**src/rtl/cdr_map.svh**
```systemverilog
`ifndef CDR_MAP_SVH
`define CDR_MAP_SVH

// Register byte offsets on the AHB-Lite slave.
`define CDR_CTRL_OFFSET      8'h00
`define CDR_STATUS_OFFSET    8'h04
`define CDR_FCOUNT_OFFSET    8'h08

// Field positions in the control register.
`define CDR_CTRL_RATE_BIT    0
`define CDR_CTRL_REFSRC_BIT  1
`define CDR_CTRL_CODE_LSB    2
`define CDR_CTRL_SQUELCH_BIT 4
`define CDR_CTRL_BYPASS_BIT  5
`define CDR_CTRL_DIAG_BIT    6
`define CDR_CTRL_WIDTH       7
`define CDR_CTRL_RESET       7'h00

// Field positions in the status register.
`define CDR_STAT_LOST_BIT    0
`define CDR_STAT_LOL_BIT     1
`define CDR_STAT_PHASE_BIT   2

// Timing of the signal-lost indication.
`define CDR_CLK_PERIOD_NS    40
`define CDR_LOS_TIME_NS      300

// Frequency window: reference ticks at the lowest reference rate.
`define CDR_WINDOW_TICKS     140000
`define CDR_FEC_NUM          15
`define CDR_FEC_DEN          14
`define CDR_PPM_ACQUIRE      500
`define CDR_PPM_RELEASE      1000
`define CDR_PPM_SCALE        1000000

`endif

```
**src/rtl/cdr_pkg.sv**
```systemverilog
package cdr_pkg;

   // Which loop steers the oscillator.
   typedef enum logic {
      CDR_FREQ_LOOP,
      CDR_PHASE_LOOP
   } cdr_loop_t;

endpackage

```
**src/rtl/cdr_lock_ctrl.sv**
```systemverilog
// What this block does
// - Rate select picks standard or wrapper rate.
// - Frequency code sets reference division ratio.
// - Crystal source ignores external input and code.
// - Reference choice independent of line rate.
// - Signal-lost output high while level below threshold.
// - Signal-lost follows level after about 300 ns.
// - Lock-lost flags full-scale noise input.
// - Clear lock-lost within 500 ppm of centre.
// - Cleared flag hands oscillator to phase loop.
// - Beyond 1000 ppm set flag, frequency loop.
// - Squelch forces clock and data to zero.
// - Bypass routes quantizer straight to data out.
// - Diagnostic enable feeds recovery from test input.
`timescale 1ns/1ns
`default_nettype none
`include "cdr_map.svh"

module cdr_lock_ctrl #(
   parameter int WINDOW_TICKS = `CDR_WINDOW_TICKS
) (
   input  wire logic        I_SYS_CLK,
   input  wire logic        I_RST,
   // AHB-Lite slave.
   input  wire logic        I_HSEL,
   input  wire logic [31:0] I_HADDR,
   input  wire logic [1:0]  I_HTRANS,
   input  wire logic        I_HWRITE,
   input  wire logic [2:0]  I_HSIZE,
   input  wire logic [31:0] I_HWDATA,
   input  wire logic        I_HREADY,
   output logic      [31:0] O_HRDATA,
   output logic             O_HREADYOUT,
   output logic             O_HRESP,
   // Analog core and front end, all sampled on the system clock.
   input  wire logic        I_LEVEL_BELOW_THR,
   input  wire logic        I_EXT_REF_TICK,
   input  wire logic        I_XTAL_TICK,
   input  wire logic        I_VCO_DIV_TICK,
   input  wire logic        I_SERIAL_LINE_IN,
   input  wire logic        I_DIAG_SERIAL_IN,
   input  wire logic        I_RECOVERED_CLK,
   input  wire logic        I_RETIMED_DATA,
   output logic             O_SIGNAL_LOST_OUT,
   output logic             O_LOCK_LOST_FLAG,
   output logic             O_PHASE_LOOP_EN,
   output logic             O_VCO_RATE,
   output logic             O_EXT_REF_EN,
   output logic      [1:0]  O_REF_DIV_CODE,
   output logic             O_CDR_INPUT,
   output logic             O_CLK_OUT,
   output logic             O_DATA_OUT
);

   // Signal-lost delay; the longest time rounds down to whole cycles.
   localparam int LOS_CYC_RAW = `CDR_LOS_TIME_NS / `CDR_CLK_PERIOD_NS;
   localparam int LOS_CYC     = (LOS_CYC_RAW < 1) ? 1 : LOS_CYC_RAW;
   localparam logic [3:0] LOS_LIMIT = 4'(LOS_CYC);

   // A wider window gives finer ppm resolution but slower lock reports.
   // The thresholds round down, so a tiny window can demand zero error.
   // Expected divided-oscillator counts per window for each line rate.
   localparam longint EXP_STD = longint'(WINDOW_TICKS);
   localparam longint EXP_FEC = EXP_STD * `CDR_FEC_NUM / `CDR_FEC_DEN;
   localparam longint ACQ_STD = EXP_STD * `CDR_PPM_ACQUIRE / `CDR_PPM_SCALE;
   localparam longint ACQ_FEC = EXP_FEC * `CDR_PPM_ACQUIRE / `CDR_PPM_SCALE;
   localparam longint REL_STD = EXP_STD * `CDR_PPM_RELEASE / `CDR_PPM_SCALE;
   localparam longint REL_FEC = EXP_FEC * `CDR_PPM_RELEASE / `CDR_PPM_SCALE;

   // All state of the block in one record.
   typedef struct packed {
      logic [`CDR_CTRL_WIDTH-1:0] ctrl;       // Software control bits.
      logic                        pend;       // Data phase awaiting service.
      logic                        wr;         // Pending transfer is a write.
      logic [7:0]                  addr;       // Pending byte offset.
      logic                        hready;     // Slave ready.
      logic [31:0]                 hrdata;     // Read data.
      logic [3:0]                  los_cnt;    // Cycles level disagreed.
      logic                        signal_lost;        // Signal-lost indication.
      logic [23:0]                 ref_cnt;    // Reference ticks in window.
      logic [23:0]                 vco_cnt;    // Oscillator ticks in window.
      logic [23:0]                 last_cnt;   // Last complete window count.
      cdr_pkg::cdr_loop_t          loop;       // Loop owning the oscillator.
      logic                        vco_rate;
      logic                        ext_en;
      logic [1:0]                  div_code;
      logic                        cdr_in;
      logic                        clk_out;
      logic                        data_out;
   } cdr_state_t;

   // Current and next copies of the whole state; only the flop writes st.
   cdr_state_t st;
   cdr_state_t next_st;

   // Decoded control bits.
   logic       rate_sel;
   logic       ref_source_select;
   logic [1:0] ref_freq_code;
   logic       squelch;
   logic       bypass;
   logic       diag_path_enable;

   assign rate_sel          = st.ctrl[`CDR_CTRL_RATE_BIT];
   assign ref_source_select = st.ctrl[`CDR_CTRL_REFSRC_BIT];
   assign ref_freq_code     = st.ctrl[`CDR_CTRL_CODE_LSB +: 2];
   assign squelch           = st.ctrl[`CDR_CTRL_SQUELCH_BIT];
   assign bypass            = st.ctrl[`CDR_CTRL_BYPASS_BIT];
   assign diag_path_enable  = st.ctrl[`CDR_CTRL_DIAG_BIT];

   // Window length and thresholds for the current settings.
   logic [23:0] win_len;
   logic [23:0] exp_cnt;
   logic [23:0] tol_acq;
   logic [23:0] tol_rel;
   logic        ref_tick;

   // The crystal runs at the lowest reference rate, so the code is moot.
   always_comb begin
      if (ref_source_select) begin
         ref_tick = I_EXT_REF_TICK;
         win_len  = 24'(EXP_STD) << ref_freq_code;
      end else begin
         ref_tick = I_XTAL_TICK;
         win_len  = 24'(EXP_STD);
      end
   end

   // The expected count and both thresholds follow the rate; the window does not.
   always_comb begin
      if (rate_sel) begin
         exp_cnt = 24'(EXP_FEC);
         tol_acq = 24'(ACQ_FEC);
         tol_rel = 24'(REL_FEC);
      end else begin
         exp_cnt = 24'(EXP_STD);
         tol_acq = 24'(ACQ_STD);
         tol_rel = 24'(REL_STD);
      end
   end

   // Absolute frequency error of a finishing window.
   logic [23:0] err;
   logic [23:0] vco_final;
   logic        win_end;

   assign win_end   = ref_tick && (st.ref_cnt + 24'h000001 >= win_len);
   assign vco_final = st.vco_cnt + {23'h000000, I_VCO_DIV_TICK};
   assign err       = (vco_final >= exp_cnt) ? vco_final - exp_cnt
                                             : exp_cnt - vco_final;

   // AHB address phase taken on a selected, non-idle transfer.
   logic take;
   assign take = I_HSEL && I_HTRANS[1] && I_HREADY;

   // Next-state logic for the whole block.
   always_comb begin
      next_st = st;

      // Bus slave: one wait cycle so a read sees any preceding write.
      // Writes land at the edge that ends the wait state, so a read that
      // follows at once already sees the new control word.
      next_st.hready = 1'b1;
      next_st.pend   = 1'b0;
      if (st.pend) begin
         if (st.wr) begin
            if (st.addr == `CDR_CTRL_OFFSET) begin
               next_st.ctrl = I_HWDATA[`CDR_CTRL_WIDTH-1:0];
            end
            next_st.hrdata = 32'h00000000;
         end else begin
            case (st.addr)
               `CDR_CTRL_OFFSET: begin
                  next_st.hrdata = {25'h0000000, st.ctrl};
               end
               `CDR_STATUS_OFFSET: begin
                  next_st.hrdata = 32'h00000000;
                  next_st.hrdata[`CDR_STAT_LOST_BIT]  = st.signal_lost;
                  next_st.hrdata[`CDR_STAT_LOL_BIT]   =
                     (st.loop == cdr_pkg::CDR_FREQ_LOOP);
                  next_st.hrdata[`CDR_STAT_PHASE_BIT] =
                     (st.loop == cdr_pkg::CDR_PHASE_LOOP);
               end
               `CDR_FCOUNT_OFFSET: begin
                  next_st.hrdata = {8'h00, st.last_cnt};
               end
               default: begin
                  // Unmapped offsets read as zero with an OKAY answer.
                  next_st.hrdata = 32'h00000000;
               end
            endcase
         end
      end else if (take) begin
         next_st.pend   = 1'b1;
         next_st.wr     = I_HWRITE;
         next_st.addr   = {I_HADDR[7:2], 2'b00};
         next_st.hready = 1'b0;
      end

      // Level must disagree for the full delay before the flag moves.
      // The same delay guards both directions, so the flag cannot chatter
      // when the level hovers at the threshold.
      if (I_LEVEL_BELOW_THR != st.signal_lost) begin
         if (st.los_cnt + 4'h1 >= LOS_LIMIT) begin
            next_st.signal_lost     = I_LEVEL_BELOW_THR;
            next_st.los_cnt = 4'h0;
         end else begin
            next_st.los_cnt = st.los_cnt + 4'h1;
         end
      end else begin
         next_st.los_cnt = 4'h0;
      end

      // Frequency window: count oscillator ticks against reference ticks.
      // A full window is needed before any verdict, so the loops swap at
      // most once per window and a brief glitch cannot flip them.
      if (win_end) begin
         next_st.ref_cnt  = 24'h000000;
         next_st.vco_cnt  = 24'h000000;
         next_st.last_cnt = vco_final;
         case (st.loop)
            cdr_pkg::CDR_FREQ_LOOP: begin
               // Noise never settles inside the band, so the flag stays.
               if (err <= tol_acq) begin
                  next_st.loop = cdr_pkg::CDR_PHASE_LOOP;
               end
            end
            cdr_pkg::CDR_PHASE_LOOP: begin
               if (err > tol_rel) begin
                  next_st.loop = cdr_pkg::CDR_FREQ_LOOP;
               end
            end
            default: begin
               next_st.loop = cdr_pkg::CDR_FREQ_LOOP;
            end
         endcase
      end else begin
         next_st.ref_cnt = st.ref_cnt + {23'h000000, ref_tick};
         next_st.vco_cnt = vco_final;
      end

      // Settings driven into the analog core.
      next_st.vco_rate = rate_sel;
      next_st.ext_en   = ref_source_select;
      next_st.div_code = ref_source_select ? ref_freq_code : 2'b00;

      // Recovery input; both test modes at once is undefined, diag still picks the test input.
      next_st.cdr_in = diag_path_enable ? I_DIAG_SERIAL_IN
                                        : I_SERIAL_LINE_IN;

      // Output drivers with squelch above every source.
      // Every path is retimed by one flop, which costs a cycle of latency
      // but keeps the outputs free of glitches.
      if (squelch) begin
         next_st.clk_out  = 1'b0;
         next_st.data_out = 1'b0;
      end else if (bypass) begin
         next_st.clk_out  = I_RECOVERED_CLK;
         next_st.data_out = I_SERIAL_LINE_IN;
      end else begin
         next_st.clk_out  = I_RECOVERED_CLK;
         next_st.data_out = I_RETIMED_DATA;
      end
   end

   // State register; the lock detector starts unlocked in the frequency loop.
   always_ff @(posedge I_SYS_CLK) begin
      if (I_RST) begin
         st          <= '0;
         st.ctrl     <= `CDR_CTRL_RESET;
         st.hready   <= 1'b1;
         st.loop     <= cdr_pkg::CDR_FREQ_LOOP;
      end else begin
         st <= next_st;
      end
   end

   // Every output except the tied-off HRESP comes straight from the state register.
   // The lock-lost flag and the phase enable decode one state bit,
   // so they can never disagree.
   assign O_HRDATA          = st.hrdata;
   assign O_HREADYOUT       = st.hready;
   assign O_HRESP           = 1'b0;
   assign O_SIGNAL_LOST_OUT = st.signal_lost;
   assign O_LOCK_LOST_FLAG  = (st.loop == cdr_pkg::CDR_FREQ_LOOP);
   assign O_PHASE_LOOP_EN   = (st.loop == cdr_pkg::CDR_PHASE_LOOP);
   assign O_VCO_RATE        = st.vco_rate;
   assign O_EXT_REF_EN      = st.ext_en;
   assign O_REF_DIV_CODE    = st.div_code;
   assign O_CDR_INPUT       = st.cdr_in;
   assign O_CLK_OUT         = st.clk_out;
   assign O_DATA_OUT        = st.data_out;

   // HSIZE is accepted but only whole-word access is meaningful.
   logic unused_ok;
   assign unused_ok = ^{I_HSIZE, I_HADDR[31:8], I_HADDR[1:0]};

endmodule

`default_nettype wire

```
**config.mk**
```make
export PLATFORM = sky130hd
export DESIGN_NAME = cdr_lock_ctrl
export DESIGN_NICKNAME = d
export VERILOG_FILES = /design/src/rtl/cdr_pkg.sv /design/src/rtl/cdr_lock_ctrl.sv
export VERILOG_INCLUDE_DIRS = /design/src /design/src/rtl
export SDC_FILE = /design/constraint.sdc
export NUM_CORES = 1
export LEC_CHECK = 0
export ABC_AREA = 1
export ABC_CLOCK_PERIOD_IN_PS = 11800
export BUFFER_PORTS_ARGS = -buffer_cell sky130_fd_sc_hd__buf_2
export CORE_UTILIZATION = 30
export DETAILED_ROUTE_END_ITERATION = 8
export PLACE_DENSITY = 0.59
export SYNTH_ARGS = -nofsm -noshare
export SYNTH_HDL_FRONTEND = slang
export SYNTH_SLANG_ARGS = --single-unit
```
**constraint.sdc**
```tcl
create_clock -name I_SYS_CLK -period 11.8 [get_ports I_SYS_CLK]
set_input_delay 0.59 -clock I_SYS_CLK [delete_from_list [all_inputs] [get_ports I_SYS_CLK]]
set_output_delay 0.59 -clock I_SYS_CLK [all_outputs]
set_load 0.005 [all_outputs]
```
[After elaboration in Yosys (flattened, before gate mapping)]
Index checks and enable logic that the tools add are counted.
Cells by class
  $add $sub $neg: 6
  order comparisons: 5
  eq/ne operators: 3
  shifts and indexed selects: 1
  multiplexer cells: 14
  bitwise gates (word level): 4
  reduce and logical (&&, ||, !) cells: 12
Operator list (number)
  24-bit one-hot mux with 3 select lines: 1
  24-bit by 1-bit adder with 24-bit output: 2
  24-bit >= comparator: 2
  24-bit 2-to-1 mux: 2
  24-bit subtractor: 2
  32-bit 2-to-1 mux: 1
  24-bit by 1-bit adder with 24-bit output, second input constant: 1
  24-bit greater-than comparator: 1
  24-bit <= comparator: 1
  18-bit by 2-bit left shift with 24-bit output, first input constant: 1
  15-bit 2-to-1 mux: 1
  11-bit 2-to-1 mux: 1
  8-bit zero test: 1
  2-bit OR reduction: 4
  6-bit by 1-bit == test with 1-bit output, second input constant: 1
  6-bit by 2-bit == test with 1-bit output, second input constant: 1
  1-bit 2-to-1 mux: 5
  5-bit 2-to-1 mux: 1
  4-bit by 1-bit adder with 4-bit output, second input constant: 1
  4-bit by 3-bit >= comparator with 1-bit output, second input constant: 1
  4-bit 2-to-1 mux: 1
  1-bit NOT: 4
  2-bit AND reduction: 2
  1-bit logical AND: 3
  other kinds (4): 4
Word-level totals
  register bits: 133
  input bits: 82
  output and inout port bits: 44
  logic and storage cells: 63

[Logic depth before layout (Yosys ltp)]
Gate-level depths: netlist of run 1.
  word-level depth: 6
  mapped depth: 33
  depth with buffers taken out: 31

[Worst setup path after synthesis of run 1]
OpenSTA, ideal clock, no wires.
  path type: input to register
  start: in I_VCO_DIV_TICK
  end: reg st, in the netlist O_PHASE_LOOP_EN
  arrival: 4.160 ns
  path slack: 7.512 ns
  stages: 32
  path buffers: 2
  path through: ha_1 ha_1 nand2_2 nor2_4 nand3_2 nor2_4 xor2_1 inv_1 ha_1 clkbuf_1 nand2_2 nor2_4 nand3_1 nand3_2 nand2_2 nand2_4 buf_6 nor2_1 xor2_1 inv_1 ha_1 nand2_1 nor2_1 nand3_1 nand2_1 nand2_1 nand2_1 nand2_1 nand2_1 nand2_1 nand2_1 a21oi_1
On the way
  longest elaborated chain between the ends: 6
Ends and longest elaborated chain
  start, declared: RTL line cdr_lock_ctrl.sv:39  | input wire logic I_VCO_DIV_TICK,
  24-bit by 1-bit adder with 24-bit output (*): RTL line cdr_lock_ctrl.sv:148  | assign vco_final = st.vco_cnt + {23'h000000, I_VCO_DIV_TICK};
  named net vco_final[14]: RTL line cdr_lock_ctrl.sv:144  | logic [23:0] vco_final;
  24-bit subtractor (tied with other cells): RTL line cdr_lock_ctrl.sv:150  | : exp_cnt - vco_final;
  24-bit 2-to-1 mux (*): RTL line cdr_lock_ctrl.sv:149  | assign err = (vco_final >= exp_cnt) ? vco_final - exp_cnt
  24-bit greater-than comparator or 24-bit <= comparator (tied branches): RTL line cdr_lock_ctrl.sv:229, cdr_lock_ctrl.sv:224
  1-bit 2-to-1 mux (on tied branches): RTL line cdr_lock_ctrl.sv:229, cdr_lock_ctrl.sv:224
  1-bit one-hot mux with 2 select lines (*): RTL line cdr_lock_ctrl.sv:221  | case (st.loop)
  end signal, assigned: RTL line cdr_lock_ctrl.sv:274  | st <= next_st;
  end, declared: RTL line cdr_lock_ctrl.sv:93  | cdr_state_t st;
Mark *: on every way through the listed nets, which the timed path passes. The rest lies on a longest branch.
A chain may end at the register's enable or synchronous reset.

[Final worst setup path of run 1]
  start: reg st[32] (netlist bit)
  end: reg st, in the netlist O_PHASE_LOOP_EN
On the way
  longest elaborated chain between the ends: 6
Ends and longest elaborated chain (RTL line)
  24-bit by 1-bit adder with 24-bit output (*): cdr_lock_ctrl.sv:148
  named net vco_final[8]: cdr_lock_ctrl.sv:144
  24-bit subtractor (tied with other cells): cdr_lock_ctrl.sv:150
  24-bit 2-to-1 mux (*): cdr_lock_ctrl.sv:149
  24-bit greater-than comparator or 24-bit <= comparator (tied branches): cdr_lock_ctrl.sv:229, cdr_lock_ctrl.sv:224
  1-bit 2-to-1 mux (on tied branches): cdr_lock_ctrl.sv:229, cdr_lock_ctrl.sv:224
  1-bit one-hot mux with 2 select lines (*): cdr_lock_ctrl.sv:221
Marks and branches as above.

==> results.tsv, run 1 <==
stage	metric	value	unit
floorplanning	Starting Density	30.48	%
logic_synthesis	predominant post-synthesis flop cell	dfxtp_1	
placement	routability cong.	0.9571	
floorplanning	num rows	60	
logic_synthesis	Syn. warnings	0	
drt	Initial DRC Count	489	
sta	skew final	20.74	ps
outcome	status	finished clean	
critical_path	CP peak stage delay	440	ps
sta	normalized max-slew margin	29.19	%
critical_path	Crit Path Max Fanout	16	
final_layout	Final Non-Filler Cells	1636	
hold_path	hold path startpoint	I_RECOVERED_CLK	
cts	H-tree depth	4	
sta	worst hold slack	381.3	ps
cts	clock root cell	clkbuf_16	
grt	first-pass GRT wire length	34.63	mm
grt	gr ovfl total	0	
critical_path	type of origin of the critical path	flop	
cts	clk sinks	125	
placement	total placed cells including tap cells	1604	
grt	largest net degree at the start of global routing	49	
final_layout	layout cells sized above 1	10.89	%
hold_path	Hold Crit Depth	3	
cts	CTS tree	done	
hold_path	worst min-delay path class	input port to flop	
drt	DRC viols	0	
drt	Via density	4.664	
sta	Max Clock Freq	0.2095	GHz
drt	Avg WL per Cell	12.88	microns
logic_synthesis	Post-Syn Area per Cell	6.509	sq um
logic_synthesis	top post-synthesis cells by area	dfxtp_1, nand2_1, nor2_1	
power	LEAKAGE	4.051	nW
floorplanning	I/O pins	126	
logic_synthesis	Synth Instances	1255	
cts	post-cts sizing count	0	
sta	Hold Vio Cnt, Final	0	
critical_path	reg2reg start	st[32]	
logic_synthesis	number of synthesized flops with an enable pin	0	
sta	Setup-failing EPs final	0	
logic_synthesis	cell taking the most area after synthesis	dfxtp_1	
final_layout	most frequent cells in the layout	nand2_1, nor2_1, inv_1	
critical_path	Worst Path Arrival	5130	ps
critical_path	crit-path most repeated cell	nand2_1	
floorplanning	Die Span X	167.0	microns
sta	setup tns final	0	ps
sta	Worst Tran Pin Value	1058	ps
critical_path	Slowest-stage cell, CP	a21oi_4	
sta	Final Cycle Share	40.46	%
cts	TritonCTS Buffers	17	
cts	Setup Buffers After CTS	0	
placement	area post-placement	8554	sq um
final_layout	Final #Nets	1405	
logic_synthesis	Cell variety after synth	42	
placement	dpl hpwl	16.21	mm
critical_path	crit path kind	flop to flop	
drt	1st-pass router iterations	6	
cts	Reg clk slew, reported paths	60	ps
hold_path	WHS Endpoint	O_CLK_OUT	
cts	Longest Clk Path Bufs	2	
floorplanning	Core Area	26800	sq um
critical_path	Reg2Reg Setup Slack	7030	ps
sta	fin worst setup slack	7026	ps
critical_path	reg2reg end	O_PHASE_LOOP_EN	
sta	min Tclk post-route	4774	ps
grt	initial antenna violation count	0	
power	PD cells	110.2	nW/um^2
sta	unrepaired setup endpoints after global routing	false	
final_layout	Finished Cell Area	9139	sq um
drt	via count	7631	
critical_path	CP required	12160	ps
power	Max IR drop VDD	0.09028	mV
grt	GR Util All Layers	15.48	%
critical_path	Setup crit end kind	flop	
critical_path	launch point of the critical path	st[32]	
logic_synthesis	register area share after synthesis	30.63	%
logic_synthesis	Yosys reg bits	125	
floorplanning	full die area	27890	sq um
sta	fin. max-slew vios	0	
placement	Place WS	6689	ps
final_layout	Area Overhead vs Synth	11.87	%
final_layout	commonest non-fill, non-tap cell in the layout	nand2_1	
cts	Post-CTS Hold Fix Bufs	0	
placement	IO buf count	61	
grt	vias in the first global route	7055	
critical_path	worst reg-to-reg path cell count	27	
drt	DRT antenna net count	0	
cts	worst skew pair latency	430	ps
flow_run	Max Cap Viol	0	
logic_synthesis	Async SR Flop Fraction	0	%
drt	Routed WL	21.08	mm
final_layout	Ant. Diodes	0	
floorplanning	Die H	167.0	microns
logic_synthesis	Post-Syn Area	8169	sq um
logic_synthesis	Yosys top cell area share	30.63	%
[power breakdown]
group	switching, mW	internal, mW
sequential	0.00263	0.426
clock	0.200	0.318
combinational	0.0387	0.0210
[synthesized netlist by cell type (2+ instances only)]
library cell / count
inv_2: 12
clkinv_1: 2
clkbuf_1: 20
o21a_1: 2
inv_1: 148
buf_6: 2
buf_4: 36
nor4_1: 3
a21boi_0: 2
ha_1: 41
nand2_4: 3
o21bai_1: 3
nor2_1: 159
a31oi_1: 3
nand2_2: 10
xor2_1: 46
o21ai_1: 2
nor3_1: 17
nor2_2: 6
o21ai_0: 61
a21oi_1: 90
a21o_1: 2
nand4_1: 22
nand3_1: 67
a211oi_1: 3
xnor2_1: 8
dfxtp_1: 125
nand3b_1: 4
nor2_4: 10
buf_2: 7
nand2_1: 324
o221ai_1: 4
nand3_2: 2
[layer usage]
metal | share of wire (%) | GRT usage (%) | routed length, microns | vias to the layer above
li1 | - | - | - | 4002
met1 | 49 | 20.78 | 10270 | 3431
met2 | 45 | 24.74 | 9401 | 176
met3 | 4.9 | 2.923 | 1024 | 22
met4 | 1.8 | 5.233 | 379 | 0
met5 | 0 | 0 | 0 | -
[logic make-up (layout without fill, tap and decap cells)]
logic type	after synthesis	count (layout)	synth area share, %
AND/OR/NAND/NOR	631	631	33.27
AO/OA/AOI/OAI	176	176	11.61
buffers and inverters	227	258	12.38
flip-flops	125	125	30.63
other	1	10	0.04590
adder cells (fa/ha/maj)	41	41	6.280
XOR/XNOR	54	54	5.790
[registers in the layout, summed over array words and instances, names as in the netlist]
register and count:
next_st 2, O_SIGNAL_LOST_OUT 1, O_HREADYOUT 1, squelch 1
O_CLK_OUT 1, O_REF_DIV_CODE 2, st 84, O_EXT_REF_EN 1
diag_path_enable 1, bypass 1, ref_freq_code 2, O_HRDATA 24
O_VCO_RATE 1, O_CDR_INPUT 1, O_DATA_OUT 1, O_PHASE_LOOP_EN 1
[metrics by stage]
step / util (%) / power, mW
floorplan: - / 0.4834
finish: 34.10 / 1.007
CTS: 34.10 / 1.019
global placement: 31.92 / 0.4969
global route: 34.10 / 1.047
detailed placement: 31.92 / 0.4976
[final cells by class]
cell class | count | area (sq um)
clock buffer | 24 | 501.7
sequential | 125 | 2502
fill | 2885 | 17660
timing repair buffer | 64 | 327.8
clock inverter | 8 | 82.58
inverter | 162 | 608.1
tap | 341 | 426.7
multi-input combinational | 912 | 4690
[critical path: cells and delay by family (launching register included)]
| kind | cells | cell delay [ps] |
|---|---|---|
| DFF | 1 | 310 |
| adders and majority gates | 4 | 1130 |
| and+or+nand+nor | 14 | 1490 |
| AOI/OAI and AO/OA | 5 | 1120 |
| buffers and inverters | 3 | 250 |
| xor gates and xnor gates | 1 | 420 |
[worst max-delay path by stage]
stage,to,slack [ps],cells past startpoint
global placement,O_PHASE_LOOP_EN,6700,31
CTS,O_PHASE_LOOP_EN,7020,27
floorplan,O_PHASE_LOOP_EN,7510,32
detailed placement,O_PHASE_LOOP_EN,6690,28
finish,O_PHASE_LOOP_EN,7030,27
global route,O_PHASE_LOOP_EN,6530,31
Power figures use the tool's default switching activity.
==> run 2: changes to the inputs <==
ABC_CLOCK_PERIOD_IN_PS = 3850   (was 11800)
PLACE_DENSITY = 0.6   (was 0.59)
clock period = 3.85 ns   (was 11.8 ns; I/O delays follow)
==> run 2 against run 1 <==
Compared with the run above: hold slack lost 370 ps; clock power grew to 3.0 times the previous value; sequential share of layout area fell by 1.5 points; via count is 2.0% higher; largest power group unchanged.
==> results.tsv, run 2 (synthesis gave the netlist of run 1 again) <==
stage	metric	value	unit	change
cts	Reg clk slew, reported paths	60	ps	about the same
critical_path	reg2reg start	st[32]		unchanged
critical_path	type of origin of the critical path	flop		unchanged
critical_path	Slowest-stage cell, CP	dfxtp_2		was a21oi_4
grt	met1 usage	20.64	%	was 20.78%
sta	Max Clock Freq	0.2787	GHz	was 0.2095 GHz
grt	met2 GRT Util	25.23	%	was 24.74%
drt	DRT antenna net count	0		unchanged
floorplanning	full die area	27890	sq um	unchanged
hold_path	hold path startpoint	I_HWDATA[2]		was I_RECOVERED_CLK
flow_run	Max Cap Viol	0		unchanged
cts	clock root cell	clkbuf_16		unchanged
final_layout	Area Overhead vs Synth	18.47	%	was 11.87%
critical_path	Crit Path Max Fanout	4		was 16
hold_path	Hold Crit Depth	3		unchanged
final_layout	most frequent cells in the layout	nand2_1, nor2_1, inv_1		unchanged
critical_path	CP required	4160	ps	was 12160 ps
cts	clk sinks	125		unchanged
power	PD cells	315.9	nW/um^2	was 110.2 nW/um^2
grt	initial antenna violation count	0		unchanged
drt	via count	7784		was 7631
hold_path	worst min-delay path class	input port to flop		unchanged
final_layout	Ant. Diodes	0		unchanged
drt	1st-pass router iterations	5		was 6
sta	normalized max-slew margin	31.80	%	was 29.19%
drt	Routed WL	21.24	mm	was 21.08 mm
placement	IO buf count	61		unchanged
floorplanning	Core Area	26800	sq um	unchanged
cts	H-tree depth	4		unchanged
sta	Setup-failing EPs final	0		unchanged
sta	unrepaired setup endpoints after global routing	true		was false
drt	Via density	4.625		was 4.664
sta	Final Cycle Share	93.19	%	was 40.46%
grt	first-pass GRT wire length	35.22	mm	was 34.63 mm
placement	dpl hpwl	16.66	mm	was 16.21 mm
critical_path	crit-path most repeated cell	nand2_1		unchanged
final_layout	commonest non-fill, non-tap cell in the layout	nand2_1		unchanged
sta	min Tclk post-route	3588	ps	was 4774 ps
final_layout	Final Non-Filler Cells	1683		was 1636
cts	worst skew pair latency	430	ps	about the same
drt	Initial DRC Count	508		was 489
power	Max IR drop VDD	0.2898	mV	was 0.09028 mV
critical_path	worst reg-to-reg path cell count	30		was 27
sta	fin. max-slew vios	0		unchanged
sta	skew final	26.58	ps	was 20.74 ps
critical_path	Worst Path Arrival	3900	ps	was 5130 ps
final_layout	Reg with most FFs	st		unchanged
final_layout	fin util	36.11	%	was 34.10%
floorplanning	I/O pins	126		unchanged
critical_path	crit path kind	flop to flop		unchanged
cts	CTS tree	done		unchanged
drt	Avg WL per Cell	12.62	microns	was 12.88 microns
floorplanning	Die H	167.0	microns	unchanged
critical_path	Setup crit end kind	flop		unchanged
cts	TritonCTS Buffers	17		unchanged
floorplanning	Starting Density	30.48	%	unchanged
grt	gr ovfl total	0		unchanged
floorplanning	Die Span X	167.0	microns	unchanged
sta	Hold Vio Cnt, Final	0		unchanged
critical_path	Reg2Reg Setup Slack	260	ps	was 7030 ps
grt	Top Usage Layer GRT	met2		unchanged
placement	total placed cells including tap cells	1641		was 1604
grt	vias in the first global route	7222		was 7055
power	LEAKAGE	4.300	nW	was 4.051 nW
final_layout	Final #Nets	1453		was 1405
critical_path	reg2reg end	O_PHASE_LOOP_EN		unchanged
grt	GR Util All Layers	15.67	%	was 15.48%
final_layout	Multi-input gate area	4843	sq um	was 4690 sq um
hold_path	WHS Endpoint	ref_freq_code[0]		was O_CLK_OUT
final_layout	fill count	2867		was 2885
final_layout	register area	2507	sq um	was 2502 sq um
floorplanning	num rows	60		unchanged
placement	routability cong.	0.9799		was 0.9571
grt	GRT met3 Usage	2.971	%	was 2.923%
drt	DRC viols	0		unchanged
sta	Worst Tran Pin Value	1019	ps	was 1058 ps
cts	Longest Clk Path Bufs	2		unchanged
outcome	status	finished clean		unchanged
critical_path	CP peak stage delay	330	ps	was 440 ps
final_layout	layout cells sized above 1	15.50	%	was 10.89%
grt	largest net degree at the start of global routing	49		unchanged
final_layout	max FFs per register	84		unchanged
==> run 2: changes by cell type in the layout (fill, tap and decap cells not counted), moves of 3 or more <==
cell / change
xor2_2: +4
dfxtp_1: -4
dfxtp_2: +4
buf_4: +40
ha_4: +6
ha_1: -8
xor2_1: -4
dlygate4sd3_1: +6
nor2_1: -4
nor2_2: +3
==> run 2: routing by layer <==
| metal | share of wire, % | up-vias |
|---|---|---|
| met4 | 2.5 | 0 |
| li1 | - | 4100 |
| met1 | 49 | 3471 |
| met2 | 45 | 176 |
| met3 | 4.2 | 37 |
| met5 | 0 | - |
==> run 2: report_power, final <==
part           total (mW)  internal (mW)  switching, mW
combinational       0.200         0.0789          0.121
sequential           1.32           1.31        0.00882
clock                1.54          0.935          0.606
total                3.06           2.32          0.736
==> run 2: cell type report <==
cell class                      count  area share, %
Tap cell                          341          4.409
Clock inverter                      9         0.9050
Multi-Input combinational cell    912          50.05
Clock buffer                       22          4.900
Sequential cell                   125          25.91
Inverter                          162          6.309
Timing Repair Buffer              112          7.524
==> run 2: stage by stage <==
stage | hold slack (ps) | instance area [sq um] | setup TNS [ps] | setup slack, ps | power [mW]
after floorplan | 304.7 | 8218 | 0 | 17.96 | 1.482
after global placement | 413.2 | 8871 | 0 | 127.1 | 1.528
after detailed placement | 411.8 | 8871 | 0 | 54.93 | 1.530
after CTS | 1.101 | 9483 | 0 | 26.75 | 3.086
after global routing | 12.40 | 9678 | -26.32 | -26.32 | 3.178
final | 16.29 | 9678 | 0 | 262.1 | 3.057
==> run 2: timing repair <==
item	in CTS	in global routing
endpoints found under the hold margin	5	1
resized for setup	0	29
setup endpoints to repair	0	17
buffers inserted	0	5
hold buffers	5	1
==> run 2: how the worst max path moves through the flow <==
stage | startpoint | to | slack (ps) | cells after the start
floorplan | st[32] | O_PHASE_LOOP_EN | 20 | 32
global route | st[32] | O_PHASE_LOOP_EN | -30 | 26
global placement | st[32] | O_PHASE_LOOP_EN | 130 | 31
detailed placement | st[32] | O_PHASE_LOOP_EN | 50 | 28
CTS | st[32] | O_PHASE_LOOP_EN | 30 | 28
finish | st[32] | O_PHASE_LOOP_EN | 260 | 30
==> run 2: worst max-delay path: cells and delay by family (launching register included) <==
| kind | cells | cell delay [ps] |
|---|---|---|
| adder cells (fa/ha/maj) | 3 | 720 |
| flip-flops | 1 | 330 |
| AO/OA/AOI/OAI | 1 | 50 |
| AND/OR/NAND/NOR | 20 | 1660 |
| buffers and inverters | 4 | 420 |
| XOR/XNOR | 2 | 310 |
